--- src/shared/mtp_defs.svh ---
`ifndef MTP_DEFS_SVH
`define MTP_DEFS_SVH

// clock rate and derived cycle counts
`define MTP_CLK_MHZ       25
`define MTP_TW            10
`define MTP_CYC_DN(ns)    10'(((ns) * `MTP_CLK_MHZ) / 1000)
`define MTP_CYC_UP(ns)    10'((((ns) * `MTP_CLK_MHZ) + 999) / 1000)

// serial timing in ns
`define MTP_BIT_NS        1000
`define MTP_SYNC_MIN_NS   1200
`define MTP_SYNC_HALF_NS  1500
`define MTP_SYNC_MAX_NS   1800
`define MTP_SAMPLE1_NS    250
`define MTP_SAMPLE2_NS    750
`define MTP_GAP_NS        4000
`define MTP_TX_WORD_NS    20000

// word layout
`define MTP_WORD_BITS     17
`define MTP_F_ADDR        15:11
`define MTP_F_TR          10
`define MTP_F_SUB         9:5
`define MTP_F_CNT         4:0
`define MTP_BCAST_ADDR    5'h1F
`define MTP_SUB_MODE_LO   5'h00
`define MTP_SUB_MODE_HI   5'h1F
`define MTP_MAX_WORDS     6'h20

// error flag positions
`define MTP_E_PARITY      0
`define MTP_E_MANCH       1
`define MTP_E_COUNT       2
`define MTP_E_OVERRUN     3

`endif

--- src/shared/mtp_pkg.sv ---
package mtp_pkg;

   typedef struct packed {
      logic pos;
      logic neg;
   } mtp_rx_pair_t;

   typedef struct packed {
      logic [15:0] data;
      logic        oe;
      logic        we_n;
      logic        rd_wr;
      logic        req;
   } mtp_mem_out_t;

   typedef enum logic [3:0] {
      RX_IDLE   = 4'b0001,
      RX_SYNC_A = 4'b0010,
      RX_SYNC_B = 4'b0100,
      RX_BITS   = 4'b1000
   } mtp_rx_state_t;

   typedef enum logic [3:0] {
      DM_IDLE = 4'b0001,
      DM_WR   = 4'b0010,
      DM_STB  = 4'b0100,
      DM_RD   = 4'b1000
   } mtp_dma_state_t;

   function automatic logic mtp_odd_ok(input logic [16:0] w);
      return ^w;
   endfunction : mtp_odd_ok

endpackage : mtp_pkg

--- src/logic/mtp_buf.sv ---
`timescale 1ns/1ps
module mtp_buf #(
   parameter int W     = 16,
   parameter int DEPTH = 2
) (
   input  wire logic         clk,
   input  wire logic         rst_n,
   input  wire logic         in_valid,
   output logic              in_ready,
   input  wire logic [W-1:0] in_data,
   output logic              out_valid,
   input  wire logic         out_ready,
   output logic [W-1:0]      out_data
);
   localparam int PW = (DEPTH > 1) ? $clog2(DEPTH) : 1;
   localparam int CW = $clog2(DEPTH + 1);

   logic [W-1:0]  store [DEPTH];
   logic [PW-1:0] wr_q;
   logic [PW-1:0] rd_q;
   logic [CW-1:0] cnt_q;
   wire           push = in_valid & in_ready;
   wire           pop  = out_valid & out_ready;

   // honest full and empty
   assign in_ready  = cnt_q != CW'(DEPTH);
   assign out_valid = cnt_q != '0;
   assign out_data  = store[rd_q];

   // storage, pointers and fill count
   always_ff @(posedge clk) begin
      if (!rst_n) begin
         wr_q  <= '0;
         rd_q  <= '0;
         cnt_q <= '0;
      end else begin
         if (push) begin
            store[wr_q] <= in_data;
            wr_q        <= (wr_q == PW'(DEPTH - 1)) ? '0 : PW'(wr_q + 1'b1);
         end
         if (pop) begin
            rd_q <= (rd_q == PW'(DEPTH - 1)) ? '0 : PW'(rd_q + 1'b1);
         end
         cnt_q <= CW'(cnt_q + CW'(push) - CW'(pop));
      end
   end
endmodule : mtp_buf

--- src/logic/mtp_terminal.sv ---
// Behaviour
// - data bus driven only during own writes
// - transmit flag high exactly while sending
// - reset clears the error flags
// - true rail positive, complement rail negative
// - mode flag on subaddress all ones/zeros
// - write strobe low only with stable data
// - valid command pulsed high per error-free addressed command
// - direction high on reads, low on writes
// - message error pulses with message complete
// - bad addressed command pulses invalid only
// - message complete signals the end of every started message not cut short by a new command or status word
// - command error resets receiver, resumes sync search
// - role select high terminal, low controller
`timescale 1ns/1ps
`include "mtp_defs.svh"
module mtp_terminal (
   input  wire logic                 mclk,
   input  wire logic                 rst_n,
   input  wire mtp_pkg::mtp_rx_pair_t manchester_rx_pair,
   input  wire logic                 role_select,
   input  wire logic [4:0]           rt_address,
   input  wire logic                 rt_address_load,
   input  wire logic                 mem_ack,
   input  wire logic [15:0]          mem_din,
   output mtp_pkg::mtp_mem_out_t     mem_q,
   output logic                      transmit_active,
   output logic                      mode_command_flag,
   output logic                      valid_command_pulse,
   output logic                      invalid_message_n,
   output logic                      message_complete_n,
   output logic [3:0]                error_flags,
   output logic [15:0]               tx_word
);
   import mtp_pkg::*;

   mtp_rx_state_t         rx_q, rx_d;
   mtp_dma_state_t        dm_q;
   logic [`MTP_TW-1:0]    cyc_q, cyc_d, gap_q, txc_q;
   logic [4:0]            nbit_q, addr_q;
   logic [16:0]           shift_q;
   logic                  sync_cmd_q, h1_q, man_q, word_v_q, addr_ok_q;
   logic                  in_msg_q, msg_err_q, bcast_q, rd_pend_q;
   logic [5:0]            rcv_q, exp_q, txw_q, txl_q, txl_d;
   logic                  buf_ready, buf_valid;
   logic [15:0]           buf_word;

   // line state decode from the dual-rail pair
   wire pos_s    = manchester_rx_pair.pos & ~manchester_rx_pair.neg;
   wire neg_s    = manchester_rx_pair.neg & ~manchester_rx_pair.pos;
   wire line_act = pos_s | neg_s;
   wire first_s  = sync_cmd_q ? pos_s : neg_s;
   wire second_s = sync_cmd_q ? neg_s : pos_s;
   wire bit_end  = (rx_q == RX_BITS) && (cyc_q == `MTP_CYC_DN(`MTP_BIT_NS) - 10'h001);
   wire last_bit = nbit_q == 5'(`MTP_WORD_BITS - 1);

   // received word decode
   wire [15:0] wrd      = shift_q[16:1];
   wire        word_err = man_q | ~mtp_odd_ok(shift_q);
   wire        addr_hit = addr_ok_q & ((wrd[`MTP_F_ADDR] == addr_q) |
                                       (wrd[`MTP_F_ADDR] == `MTP_BCAST_ADDR));
   wire        is_mode  = (wrd[`MTP_F_SUB] == `MTP_SUB_MODE_LO) |
                          (wrd[`MTP_F_SUB] == `MTP_SUB_MODE_HI);
   wire [5:0]  cnt_w    = (wrd[`MTP_F_CNT] == 5'h00) ? `MTP_MAX_WORDS : {1'b0, wrd[`MTP_F_CNT]};

   // message events
   wire cmd_ev   = word_v_q & sync_cmd_q & role_select & addr_hit;
   wire cmd_ok   = cmd_ev & ~word_err;
   wire cmd_err  = cmd_ev & word_err;
   wire stat_ev  = word_v_q & sync_cmd_q & ~role_select;
   wire data_ev  = word_v_q & ~sync_cmd_q & in_msg_q;
   wire push     = cmd_ok | stat_ev | data_ev;
   wire msg_end  = in_msg_q & (gap_q == `MTP_CYC_UP(`MTP_GAP_NS));
   wire end_err  = msg_err_q | (rcv_q != exp_q);
   wire tx_start = msg_end & role_select & ~end_err & ~bcast_q;
   wire tx_wend  = (txl_q != 6'h00) && (txc_q == `MTP_CYC_DN(`MTP_TX_WORD_NS) - 10'h001);
   wire rd_set   = (tx_start & (txw_q != 6'h00)) | (tx_wend & (txl_q > 6'h02));
   wire rd_taken = (dm_q == DM_RD) & mem_ack;
   wire [3:0] err_new = {push & ~buf_ready,
                         msg_end & (rcv_q != exp_q),
                         (data_ev | stat_ev) & man_q,
                         (data_ev | stat_ev) & ~mtp_odd_ok(shift_q)};

   // response word count: status word plus requested data words
   assign txl_d = tx_start ? 6'(txw_q + 6'h01) :
                  tx_wend  ? 6'(txl_q - 6'h01) : txl_q;

   // receiver sequencing: sync search, then timed bit sampling
   always_comb begin
      rx_d  = rx_q;
      cyc_d = `MTP_TW'(cyc_q + 10'h001);
      unique case (rx_q)
         RX_IDLE: begin
            cyc_d = 10'h001;
            if (line_act) rx_d = RX_SYNC_A;
         end
         RX_SYNC_A: begin
            if (second_s && cyc_q >= `MTP_CYC_UP(`MTP_SYNC_MIN_NS)) begin
               rx_d  = RX_SYNC_B;
               cyc_d = 10'h001;
            end else if (!first_s || cyc_q > `MTP_CYC_DN(`MTP_SYNC_MAX_NS)) begin
               rx_d = RX_IDLE;
            end
         end
         RX_SYNC_B: begin
            if (cyc_q == `MTP_CYC_DN(`MTP_SYNC_HALF_NS)) begin
               rx_d  = RX_BITS;
               cyc_d = 10'h000;
            end else if (!second_s && cyc_q < `MTP_CYC_UP(`MTP_SYNC_MIN_NS)) begin
               rx_d = RX_IDLE;
            end
         end
         RX_BITS: begin
            if (bit_end) begin
               cyc_d = 10'h000;
               if (last_bit) rx_d = RX_IDLE;
            end
         end
      endcase
   end

   // receiver registers
   always_ff @(posedge mclk) begin
      if (!rst_n) begin
         rx_q <= RX_IDLE;
         cyc_q <= '0;
         nbit_q <= '0;
         shift_q <= '0;
         sync_cmd_q <= 1'b0;
         h1_q <= 1'b0;
         man_q <= 1'b0;
         word_v_q <= 1'b0;
      end else begin
         rx_q     <= rx_d;
         cyc_q    <= cyc_d;
         word_v_q <= bit_end & last_bit;
         if (rx_q == RX_IDLE) begin
            sync_cmd_q <= pos_s;
            nbit_q     <= '0;
            if (line_act) man_q <= 1'b0;
         end
         if (rx_q == RX_BITS && cyc_q == `MTP_CYC_DN(`MTP_SAMPLE1_NS)) h1_q <= pos_s;
         if (rx_q == RX_BITS && cyc_q == `MTP_CYC_DN(`MTP_SAMPLE2_NS) &&
             (pos_s == h1_q || !line_act)) man_q <= 1'b1;
         if (bit_end) begin
            shift_q <= {shift_q[15:0], h1_q};
            nbit_q  <= 5'(nbit_q + 5'h01);
         end
      end
   end

   // terminal address, valid only after a load since reset
   always_ff @(posedge mclk) begin
      if (!rst_n) begin
         addr_q    <= '0;
         addr_ok_q <= 1'b0;
      end else if (rt_address_load) begin
         addr_q    <= rt_address;
         addr_ok_q <= 1'b1;
      end
   end

   // message tracking and gap timer
   always_ff @(posedge mclk) begin
      if (!rst_n) begin
         in_msg_q <= 1'b0;
         msg_err_q <= 1'b0;
         bcast_q <= 1'b0;
         rcv_q <= '0;
         exp_q <= '0;
         txw_q <= '0;
         gap_q <= '0;
      end else begin
         if (cmd_ok | stat_ev) begin
            in_msg_q  <= 1'b1;
            msg_err_q <= stat_ev & word_err;
            bcast_q   <= stat_ev | (wrd[`MTP_F_ADDR] == `MTP_BCAST_ADDR);
            rcv_q     <= '0;
            exp_q     <= (stat_ev | wrd[`MTP_F_TR]) ? 6'h00 : cnt_w;
            txw_q     <= (cmd_ok & wrd[`MTP_F_TR]) ? cnt_w : 6'h00;
         end else begin
            if (data_ev) rcv_q <= 6'(rcv_q + 6'h01);
            if (data_ev & word_err) msg_err_q <= 1'b1;
            if (msg_end) in_msg_q <= 1'b0;
         end
         if (rx_q != RX_IDLE || word_v_q) gap_q <= '0;
         else if (in_msg_q && !msg_end) gap_q <= `MTP_TW'(gap_q + 10'h001);
      end
   end

   // status outputs and sticky error flags
   always_ff @(posedge mclk) begin
      if (!rst_n) begin
         valid_command_pulse <= 1'b0;
         message_complete_n  <= 1'b1;
         invalid_message_n   <= 1'b1;
         mode_command_flag   <= 1'b0;
         error_flags         <= '0;
      end else begin
         valid_command_pulse <= cmd_ok;
         message_complete_n  <= ~msg_end;
         invalid_message_n   <= ~(cmd_err | (msg_end & end_err));
         if (cmd_ok) mode_command_flag <= is_mode;
         error_flags <= (cmd_ok ? 4'h0 : error_flags) | err_new;
      end
   end

   // response transmit window and data read requests
   always_ff @(posedge mclk) begin
      if (!rst_n) begin
         txl_q <= '0;
         txc_q <= '0;
         rd_pend_q <= 1'b0;
         transmit_active <= 1'b0;
      end else begin
         txl_q <= txl_d;
         txc_q <= (tx_start | tx_wend) ? 10'h000 : `MTP_TW'(txc_q + 10'h001);
         transmit_active <= txl_d != 6'h00;
         rd_pend_q <= rd_set | (rd_pend_q & ~rd_taken);
      end
   end

   mtp_buf #(.W(16), .DEPTH(2)) u_buf (
      .clk       (mclk),
      .rst_n     (rst_n),
      .in_valid  (push),
      .in_ready  (buf_ready),
      .in_data   (wrd),
      .out_valid (buf_valid),
      .out_ready (dm_q == DM_STB),
      .out_data  (buf_word)
   );

   // memory transfers: writes drain the buffer, reads fetch response data
   always_ff @(posedge mclk) begin
      if (!rst_n) begin
         dm_q    <= DM_IDLE;
         mem_q   <= '{data: 16'h0000, oe: 1'b0, we_n: 1'b1, rd_wr: 1'b0, req: 1'b0};
         tx_word <= '0;
      end else begin
         unique case (dm_q)
            DM_IDLE: begin
               if (buf_valid) begin
                  mem_q.data  <= buf_word;
                  mem_q.oe    <= 1'b1;
                  mem_q.rd_wr <= 1'b0;
                  mem_q.req   <= 1'b1;
                  dm_q        <= DM_WR;
               end else if (rd_pend_q) begin
                  mem_q.rd_wr <= 1'b1;
                  mem_q.req   <= 1'b1;
                  dm_q        <= DM_RD;
               end
            end
            DM_WR: if (mem_ack) begin
               mem_q.we_n <= 1'b0;
               dm_q       <= DM_STB;
            end
            DM_STB: begin
               mem_q.we_n <= 1'b1;
               mem_q.oe   <= 1'b0;
               mem_q.req  <= 1'b0;
               dm_q       <= DM_IDLE;
            end
            DM_RD: if (mem_ack) begin
               tx_word     <= mem_din;
               mem_q.rd_wr <= 1'b0;
               mem_q.req   <= 1'b0;
               dm_q        <= DM_IDLE;
            end
         endcase
      end
   end
endmodule : mtp_terminal

--- config.mk ---
export PLATFORM = sky130hd
export DESIGN_NAME = mtp_terminal
export DESIGN_NICKNAME = d
export VERILOG_FILES = /design/src/shared/mtp_pkg.sv /design/src/logic/mtp_buf.sv /design/src/logic/mtp_terminal.sv
export VERILOG_INCLUDE_DIRS = /design/src /design/src/shared
export SDC_FILE = /design/constraint.sdc
export NUM_CORES = 1
export LEC_CHECK = 0
export ABC_AREA = 0
export BUFFER_PORTS_ARGS = -buffer_cell sky130_fd_sc_hd__buf_2
export CAP_MARGIN = 20
export CELL_PAD_IN_SITES_DETAIL_PLACEMENT = 1
export CELL_PAD_IN_SITES_GLOBAL_PLACEMENT = 2
export CORE_ASPECT_RATIO = 0.7
export CORE_MARGIN = 1
export CORE_UTILIZATION = 40
export CTS_CLUSTER_SIZE = 24
export DETAILED_ROUTE_END_ITERATION = 6
export PLACE_DENSITY = 0.84
export SETUP_SLACK_MARGIN = 0.2
export SLEW_MARGIN = 20
export SYNTH_ARGS = -nofsm -noshare
export SYNTH_HDL_FRONTEND = slang
export SYNTH_HIERARCHICAL = 1
export SYNTH_SLANG_ARGS = --single-unit
--- constraint.sdc ---
create_clock -name mclk -period 7.2 [get_ports mclk]
set_clock_uncertainty 0.2 [all_clocks]
set_input_delay 1.08 -clock mclk [delete_from_list [all_inputs] [get_ports mclk]]
set_output_delay 1.08 -clock mclk [all_outputs]
set_load 0.005 [all_outputs]
After elaboration in Yosys (flattened, before gate mapping)
Memory sizes are Yosys's and may differ from the RTL's. A register that Yosys moved wholly into a read port is not among the register bits.
Cells that the tools add are included.
- bits in registers: 131
- bits in latches: 0
- output and inout port bits: 45
- memory bits (read-only): 0
- input bits: 28
- memories: 1
- logic and storage cells: 232
- memory bits (writable): 32
- reduce and logical (&&, ||, !) cells: 44
- shifts and indexed selects: 0
- $mul: 0
- div/mod/pow operators: 0
- bitwise gates (word level): 58
- equality and inequality tests: 31
- order comparisons: 4
- muxes and demuxes: 48
- add/sub/neg operators: 11
- memory list (memory ; words ; width ; rd ports ; clocked after memory_dff ; wr ports ; line ; source):
    u_buf.store ; 2 ; 16 ; 1 ; 1 ; 1 ; mtp_buf.sv:18 ; logic [W-1:0] store [DEPTH];
- operator list (cell ; number):
    $mux W4 ; 12
    $pmux W10 S4 ; 1
    $pmux W4 S4 ; 2
    $add A10 B1 Y10 const B ; 3
    $and A1 B1 Y1 ; 30
    $mux W10 ; 3
    $mux W6 ; 5
    $eq A10 B5 Y1 const B ; 2
    $reduce_bool A2 Y1 ; 9
    $reduce_bool A6 Y1 ; 3
    $reduce_xor A17 Y1 ; 1
    $mux W1 ; 16
    $eq A5 B5 Y1 const B ; 3
    $or A1 B1 Y1 ; 14
    $not A1 Y1 ; 13
    $add A6 B1 Y6 const B ; 2
    $ne A2 B2 Y1 const B ; 6
    $eq A10 B3 Y1 const B ; 1
    $eq A10 B6 Y1 const B ; 1
    $eq A10 B7 Y1 const B ; 1
    $eq A10 B9 Y1 const B ; 1
    $ge A10 B5 Y1 const B ; 1
    $gt A10 B6 Y1 const B ; 1
    $logic_not A5 Y1 ; 2
    31 further kinds ; 63

Depth between registers and ports, before layout
Gate-level depths: netlist of the first run.
- depth in word-level cells: 11
- depth in mapped cells: 13

By module
Netlist of the first run, hierarchy kept.
- modules (own cells, without submodules) (module ; instances ; area an instance (sq um) ; cells an instance):
    mtp_terminal ; 1 ; 6593.8 ; 787
    mtp_buf ; 1 ; 1451.4 ; 75

Worst setup path after synthesis of the first run
OpenSTA, ideal clock, no wires.
- path kind: flip-flop to flip-flop
- start: register shift_q[8]
- end: memory u_buf.store[0][0] (enable)
- setup time: 388 ps
- path buffers: 0
- clock period less this slack: 3477 ps
- path slack: 3723 ps
- stages on the path, launching flop included: 11
- arrival: 2888 ps
- cell sequence: dfxtp_1 inv_1 ha_1 xnor3_1 xnor3_1 xnor2_1 a2111oi_4 nor2_1 inv_1 nand3_1 nor2_1
- word-level cells in the longest chain between the ends: 11
- RTL lines (item ; line ; source):
    start, declared ; mtp_terminal.sv:41 ; logic [16:0] shift_q;
    start signal, assigned ; mtp_terminal.sv:146 ; shift_q <= {shift_q[15:0], h1_q};
    $reduce_xor A17 Y1 ; mtp_pkg.sv:31 ; return ^w;
    $not A1 Y1 ; mtp_terminal.sv:59 ; wire word_err = man_q | ~mtp_odd_ok(shift_q);
    $or A1 B1 Y1 ; mtp_terminal.sv:59 ;
    $not A1 Y1 ; mtp_terminal.sv:68 ; wire cmd_ok = cmd_ev & ~word_err;
    $and A1 B1 Y1 ; mtp_terminal.sv:68 ;
    $or A1 B1 Y1 (2 in a row) ; mtp_terminal.sv:72 ; wire push = cmd_ok | stat_ev | data_ev;
    named net push ; mtp_terminal.sv:72 ;
    $and A1 B1 Y1 ; mtp_buf.sv:22 ; wire push = in_valid & in_ready;
    $mux W1 ; mtp_buf.sv:37 ; if (push) begin
    $mux W1 ; mtp_buf.sv:32 ; if (!rst_n) begin
    $mux W1 (implied by the code) ; mtp_buf.sv:38 ; store[wr_q] <= in_data;
    end, declared ; mtp_buf.sv:18 ;
The timed path passes the listed nets, and every way through them passes these cells.

Worst setup path after layout of the first run
- start: register shift_q[8]
- end: memory u_buf.store[1][9] (enable)
- word-level cells in the longest chain between the ends: 11
- RTL lines (item ; line):
    $reduce_xor A17 Y1 ; mtp_pkg.sv:31
    $not A1 Y1 ; mtp_terminal.sv:59
    $or A1 B1 Y1 ; mtp_terminal.sv:59
    $not A1 Y1 ; mtp_terminal.sv:68
    $and A1 B1 Y1 ; mtp_terminal.sv:68
    $or A1 B1 Y1 (2 in a row) ; mtp_terminal.sv:72
    named net push ; mtp_terminal.sv:72
    $and A1 B1 Y1 ; mtp_buf.sv:22
    named net u_buf.push ; mtp_buf.sv:22
    $mux W1 ; mtp_buf.sv:37
    $mux W1 ; mtp_buf.sv:32
    $mux W1 (implied by the code) ; mtp_buf.sv:38
The timed path passes the listed nets, and every way through them passes these cells.

==> impl_metrics.json, run 1 <==
{
  "status": "complete, no violations",
  "area_share_of_the_largest_cell_type_after_synthesis_pct": 36.83,
  "worst-endpoint-arrival_ns": 3.33,
  "grt_antenna_before_repair": 0,
  "critical-path-slowest-cell": "and3_1",
  "insertion_delay_ns": 0.43,
  "intPower_mw": 1.534,
  "final_antenna_net_count": 0,
  "timing.critical_path.from_type": "register",
  "postLayoutCoreUtil_pct": 47.54,
  "post_synth_num_cell_types": 64,
  "combinational_share_of_power_pct": 3.2,
  "vias_per_cell": 5.134,
  "post_synthesis_share_of_cell_area_spent_on_xor_and_xnor_gates_pct": 7.154,
  "syn-mean-instance-area_sq_um": 9.333,
  "async_flop_share_pct": 0,
  "critical_path_required_ns": 7.06,
  "postSynth.topFlopCell": "dfxtp_1",
  "share_clk_of_total_power_pct": 45.5,
  "dr.pass1.iters": 6,
  "ys_ff_latch": 180,
  "final_design_area_no_fill_sq_um": 9169,
  "timing.critical_path.cells": "inv_1 -> ha_1 -> xnor3_1 -> xnor3_1 -> xnor2_1 -> a2111oi_4 -> nor2_1 -> inv_1 -> and2_4 -> and3_1",
  "num-fill-cells": 2264,
  "cts.repair.resized": 0,
  "setup.reg_to_reg.worst_slack_ns": 3.73,
  "synth-compound-area-share_pct": 9.518,
  "synth-edff-count": 32,
  "cts.sinks": 180,
  "ff2ff_path_depth": 10,
  "slew_viol_final": 0,
  "finalPower_mw": 2.018,
  "synth_largest_area_cell": "dfxtp_1",
  "grt_first_pass_wirelength_um": 31700,
  "numCtsBuffers": 17,
  "clock_tree.buffer_depth": 2,
  "final.period_utilization_pct": 48.21,
  "timing.final.hold_violations": 0,
  "htree_levels": 4,
  "max_clock_freq_mhz": 288.1,
  "post-cts-setup-buffers": 0,
  "groute.usage.overall_pct": 19.39,
  "nets": 974,
  "largest_net_degree_at_the_start_of_global_routing": 59,
  "yosys-top-cells-area": "dfxtp_1 37%, edfxtp_1 12%, nand2_1 6.4%, a21oi_1 5.3%, ha_1 4.0%",
  "starting_density_of_the_core_pct": 41.72,
  "power_density_cells_nw_per_um2": 220.1,
  "portbufs": 72,
  "wirelength_um": 19020,
  "area_occupied_by_multi_input_gates_sq_um": 3840,
  "antenna_cells_inserted": 0,
  "wl_per_cell_um": 15.89,
  "tns_ns": 0,
  "core.rowCount": 42,
  "post_synth_and_or_nand_nor_area_fraction_pct": 22.46,
  "fraction_of_final_layout_cells_sized_beyond_drive_strength_1_pct": 15.33,
  "mappedNetlistNets": 916,
  "detailedPlacementHpwl_um": 13630,
  "dominant_combinational_cell_family_by_area_after_synthesis": "simple AND/OR/NAND/NOR gates",
  "warnings_from_yosys": 6,
  "hold_class": "register to register",
  "unrepaired_setup_endpoints_after_global_routing": "false",
  "via_count_of_the_first_global_routing_pass": 6246,
  "finalSetupViolCount": 0,
  "yosys.area_share.adder_pct": 4.044,
  "placedInstanceArea_sq_um": 8582,
  "syn_area_sq_um": 8045,
  "seqCellArea_sq_um": 3924,
  "yosys.cell_count.top_type": "dfxtp_1",
  "gp_congestion": 0.8055,
  "endpoint_of_the_worst_setup_timing_path": "u_buf/store[1][9]",
  "fin_hold_ws_ns": 0.2489,
  "cts-hold-fix-buffers": 0,
  "setup.worst_path.class": "register to register",
  "route.detailed.drc": 0,
  "critical_path.reg2reg.endpoint": "u_buf/store[1][9]",
  "syn-instance-count": 862,
  "power.ir.vdd_worst_v": 0.0001254,
  "synth_mux_area_share_pct": 4.463,
  "layout-area-overhead-vs-synth_pct": 13.97,
  "worst_slew_pin_slew_ns": 1.050,
  "yosys-top-cells-count": "148 x dfxtp_1, 138 x nand2_1, 85 x a21oi_1",
  "cellLeakagePower_nw": 3.460,
  "floorplan.die_area_sq_um": 20690,
  "cts.reportedPaths.clkPinSlew_ns": 0.07,
  "grt.overflow.total": 0,
  "path_max_fanout": 16,
  "tritoncts": "yes",
  "initialDrtViolationCount": 287,
  "die_w_um": 171.5,
  "cp_max_stage_delay_ns": 0.66,
  "netSwitchingPower_mw": 0.4847,
  "layout_min_cycle_time_ns": 3.471,
  "core_area_sq_um": 19290,
  "cell_chosen_for_the_clock_root": "clkbuf_16",
  "r2r_start": "shift_q[8]",
  "worst_setup_path_startpoint": "shift_q[8]",
  "floorplan.die.height_um": 120.7,
  "yosysSeqAreaShare_pct": 48.77,
  "max-cap-violations": 0,
  "ios": 73,
  "timing.slew.headroom_pct": 29.92,
  "seqPwrFrac_pct": 51.4,
  "swShare_pct": 24.02,
  "route.vias.total": 6145,
  "setup.worst_path.end_class": "register"
}
-- how the worst min path moves through the flow --
| stage | from | end | cells past startpoint |
|---|---|---|---|
| final | mem_q[0] | mem_q[0] | 2 |
| after floorplan | nbit_q[4] | nbit_q[4] | 1 |
| after global routing | mem_q[6] | mem_q[6] | 2 |
| after CTS | nbit_q[4] | nbit_q[4] | 1 |
| after detailed placement | nbit_q[4] | nbit_q[4] | 1 |
| after global placement | mem_q[2] | mem_q[2] | 1 |
-- power by group through the flow --
| stage | clock network [mW] | logic [mW] | registers [mW] |
|---|---|---|---|
| finish | 0.918 | 0.0637 | 1.04 |
| global route | 0.993 | 0.0716 | 1.04 |
| CTS | 0.948 | 0.0645 | 1.04 |
| detailed placement | 0 | 0.0640 | 1.06 |
| global placement | 0 | 0.0621 | 1.06 |
| floorplan | 0 | 0.0429 | 1.06 |
-- critical path: cells and delay by family (launching register included) --
kind / cells / cell delay (ns)
xor gates and xnor gates: 3 / 0.76
AOI/OAI and AO/OA: 1 / 0.32
buffers and inverters: 2 / 0.16
adders and majority gates: 1 / 0.31
DFF: 1 / 0.43
and+or+nand+nor: 3 / 0.93
-- cells by family after synthesis --
| group | count (synthesis) |
|---|---|
| simple gates | 374 |
| flops | 180 |
| compound gates | 128 |
| buf+inv | 63 |
| xor+xnor | 61 |
| mux | 30 |
| fa+ha+maj | 26 |
-- registers in the layout, summed over array words and instances, names as in the netlist, 10 cells and up, named ones only --
register / flops
txc_q: 10
gap_q: 10
tx_word: 16
mem_q: 20
cyc_q: 10
shift_q: 17
u_buf/store: 32
-- layout make-up --
cell class / count / share of cell area, %
Timing Repair Buffer: 76 / 4.258
Clock buffer: 19 / 4.954
Inverter: 26 / 1.064
Tap cell: 264 / 3.603
Sequential cell: 180 / 42.79
Multi-Input combinational cell: 619 / 41.88
Clock inverter: 13 / 1.447
-- cells in the final DEF, fill, tap and decap left out, types with 9 or more instances in the layout --
cell | Yosys | layout
a21oi_1 | 85 | 85
and3_1 | 10 | 10
buf_2 | 5 | 72
clkbuf_16 | 0 | 18
dfxtp_1 | 148 | 148
edfxtp_1 | 32 | 32
ha_1 | 26 | 26
inv_1 | 26 | 25
mux2_4 | 10 | 10
mux2i_1 | 13 | 13
nand2_1 | 138 | 138
nand2b_1 | 9 | 9
nand3_1 | 39 | 39
nand3b_1 | 16 | 16
nand4_1 | 11 | 11
nor2_1 | 79 | 78
nor3_1 | 16 | 15
nor4_1 | 9 | 9
o21ai_0 | 11 | 11
xnor2_1 | 27 | 27
xor2_1 | 31 | 31
-- metrics by stage --
step / worst slack, ns / cells
2_1_floorplan: 3.723 / 862
3_3_place_gp: 3.831 / 1165
3_5_place_dp: 3.716 / 1165
4_1_cts: 3.699 / 1197
5_1_grt: 3.521 / 1197
6_report: 3.729 / 1197
-- routing by layer --
layer  share of wire, %  up-vias  wire, um  global-route usage (%)
met5                  0        -         0                       0
met4               0.93        0       177                   5.357
met3                4.0       14       770                   4.026
met2                 45      100      8482                   30.52
met1                 50     2950      9586                   26.76
li1                   -     3081         -                       -
(Power assumes the default switching activity.)
==> run 2, diff against run 1 <==
--- a/config.mk
+++ b/config.mk
@@ -13,10 +13,10 @@
 export CELL_PAD_IN_SITES_GLOBAL_PLACEMENT = 2
 export CORE_ASPECT_RATIO = 0.7
 export CORE_MARGIN = 1
-export CORE_UTILIZATION = 40
+export CORE_UTILIZATION = 37
 export CTS_CLUSTER_SIZE = 24
 export DETAILED_ROUTE_END_ITERATION = 6
-export PLACE_DENSITY = 0.84
+export PLACE_DENSITY = 0.79
 export SETUP_SLACK_MARGIN = 0.2
 export SLEW_MARGIN = 20
 export SYNTH_ARGS = -nofsm -noshare
==> constraint.sdc (replaced) <==
create_clock -name mclk -period 3.6 [get_ports mclk]
set_clock_uncertainty 0.2 [all_clocks]
set_input_delay 0.54 -clock mclk [delete_from_list [all_inputs] [get_ports mclk]]
set_output_delay 0.54 -clock mclk [all_outputs]
set_load 0.005 [all_outputs]
==> run 2 against run 1 <==
Clock-buffer cell count unchanged. Highest routed layer unchanged. Worst hold slack got worse by 0.11 ns. Sequential share of layout area fell by 0.55 points. First-iteration DRC count down 26%. Total power rose by 100%. Critical path type unchanged. Clock power increased by 100%.
==> impl_metrics.json, run 2 (synthesis results as in run 1) <==
{
  "largest_register_ffs": 32,
  "grt_first_pass_wirelength_um": 32220,
  "worst-endpoint-arrival_ns": 3.06,
  "wirelength_um": 19780,
  "grt.overflow.total": 0,
  "num-fill-cells": 2462,
  "route.vias.total": 6109,
  "nets": 986,
  "path_max_fanout": 16,
  "detailedPlacementHpwl_um": 13540,
  "status": "complete, no violations",
  "final.period_utilization_pct": 87.12,
  "slew_viol_final": 0,
  "setup.worst_path.class": "register to register",
  "post-cts-setup-buffers": 0,
  "core_area_sq_um": 21030,
  "timing.slew.headroom_pct": 35.18,
  "critical_path_required_ns": 3.52,
  "htree_levels": 4,
  "unrepaired_setup_endpoints_after_global_routing": "false",
  "dp_worst_setup_slack_ns": 0.4443,
  "worst_setup_path_startpoint": "shift_q[9]",
  "power_density_cells_nw_per_um2": 438.6,
  "cts-hold-fix-buffers": 0,
  "finalSetupViolCount": 0,
  "ios": 73,
  "worst_slew_pin_slew_ns": 0.9710,
  "timing.critical_path.from_type": "register",
  "cellLeakagePower_nw": 3.519,
  "hold_path_startpoint": "mem_din[4]",
  "timing.final.hold_violations": 0,
  "groute.usage.overall_pct": 18.49,
  "floorplan.die_area_sq_um": 22350,
  "postLayoutCoreUtil_pct": 44.17,
  "tritoncts": "yes",
  "grt_antenna_before_repair": 0,
  "numCtsBuffers": 17,
  "gp_congestion": 0.7513,
  "final_antenna_net_count": 0,
  "vias_per_cell": 5.003,
  "layout-area-overhead-vs-synth_pct": 15.46,
  "via_count_of_the_first_global_routing_pass": 6155,
  "clock_tree.buffer_depth": 2,
  "fraction_of_final_layout_cells_sized_beyond_drive_strength_1_pct": 16.51,
  "power.ir.vdd_worst_v": 0.0003204,
  "portbufs": 72,
  "tns_ns": 0,
  "layout.cells.most_common": "dfxtp_1",
  "cts.repair.resized": 0,
  "cts.reportedPaths.clkPinSlew_ns": 0.07,
  "reg.largest.list": "u_buf/store x32, mem_q x20, shift_q x17",
  "largest_net_degree_at_the_start_of_global_routing": 54,
  "wl_per_cell_um": 16.20,
  "dr.pass1.iters": 4,
  "hold_class": "input pin to register",
  "largest-register": "u_buf/store",
  "cts.sinks": 180,
  "core.rowCount": 44,
  "layout_min_cycle_time_ns": 3.136,
  "starting_density_of_the_core_pct": 38.26,
  "floorplan.die.height_um": 125.4,
  "max-cap-violations": 0,
  "r2r_start": "shift_q[9]",
  "insertion_delay_ns": 0.44,
  "setup.worst_path.end_class": "register",
  "cell_chosen_for_the_clock_root": "clkbuf_16",
  "die_w_um": 178.2,
  "finalWorstSetupSlack_ns": 0.4638,
  "final_cell_mix": "148 x dfxtp_1, 138 x nand2_1, 85 x a21oi_1",
  "antenna_cells_inserted": 0,
  "route.detailed.drc": 0,
  "max_clock_freq_mhz": 318.9,
  "initialDrtViolationCount": 213
}
run 2: cell types whose count changed in the layout (fill, tap and decap cells not counted):
cell        before  now
buf_12           0    1
buf_4            4   15
clkbuf_1         1    0
clkbuf_16       18   19
clkinv_2         1    3
clkinv_4         3    1
clkinvlp_4       0    3
inv_8            6    3
run 2: area by class of cell:
| class | instances | area [sq um] | area share [%] |
|---|---|---|---|
| repair buffers | 88 | 493.0 | 5.307 |
| multi-input cells | 619 | 3840 | 41.34 |
| clock inverters | 13 | 113.9 | 1.226 |
| inverters | 26 | 97.59 | 1.051 |
| clock buffers | 19 | 475.5 | 5.119 |
| well taps | 276 | 345.3 | 3.718 |
| flip-flops and latches | 180 | 3924 | 42.24 |
run 2: final timing paths:
path         slack (ns)  depth (start not counted)            endpoint
max                0.46                         11  u_buf/store[1][11]
min                0.13                          3          tx_word[4]
max reg2reg        0.46                         11  u_buf/store[1][11]
min reg2reg        0.25                          2            mem_q[0]
run 2: stage by stage:
step	hold slack [ns]	instances	area [sq um]	power (mW)
6_report	0.1343	1221	9289	4.074
5_1_grt	0.1351	1221	9289	4.219
4_1_cts	0.1146	1221	9289	4.129
3_5_place_dp	0.2403	1189	8700	2.258
3_3_place_gp	0.2338	1189	8700	2.257
2_1_floorplan	0.2225	862	8048	2.199
run 2: worst max-delay path, stage by stage, from the launching register on:
cell	delay, ns
dfxtp_1	0.44
inv_1	0.07
ha_1	0.29
xnor3_1	0.34
xnor3_1	0.21
xnor2_1	0.20
a2111oi_4	0.32
nor2_1	0.12
inv_1	0.08
and2_4	0.14
and3_1	0.15
buf_4	0.25
run 2: per-layer routing:
| metal | wire, um | track usage, % | vias up | share of wire [%] |
|---|---|---|---|---|
| li1 | - | - | 3099 | - |
| met4 | 223 | 5.683 | 0 | 1.1 |
| met5 | 0 | 0 | - | 0 |
| met2 | 8122 | 27.19 | 100 | 41 |
| met3 | 786 | 3.893 | 18 | 4.0 |
| met1 | 10650 | 26.92 | 2892 | 54 |
run 2: report_power, final:
group          switching [mW]  internal [mW]
Sequential             0.0194           2.05
Clock                   0.876          0.988
Combinational          0.0846         0.0523
Total                   0.980           3.09
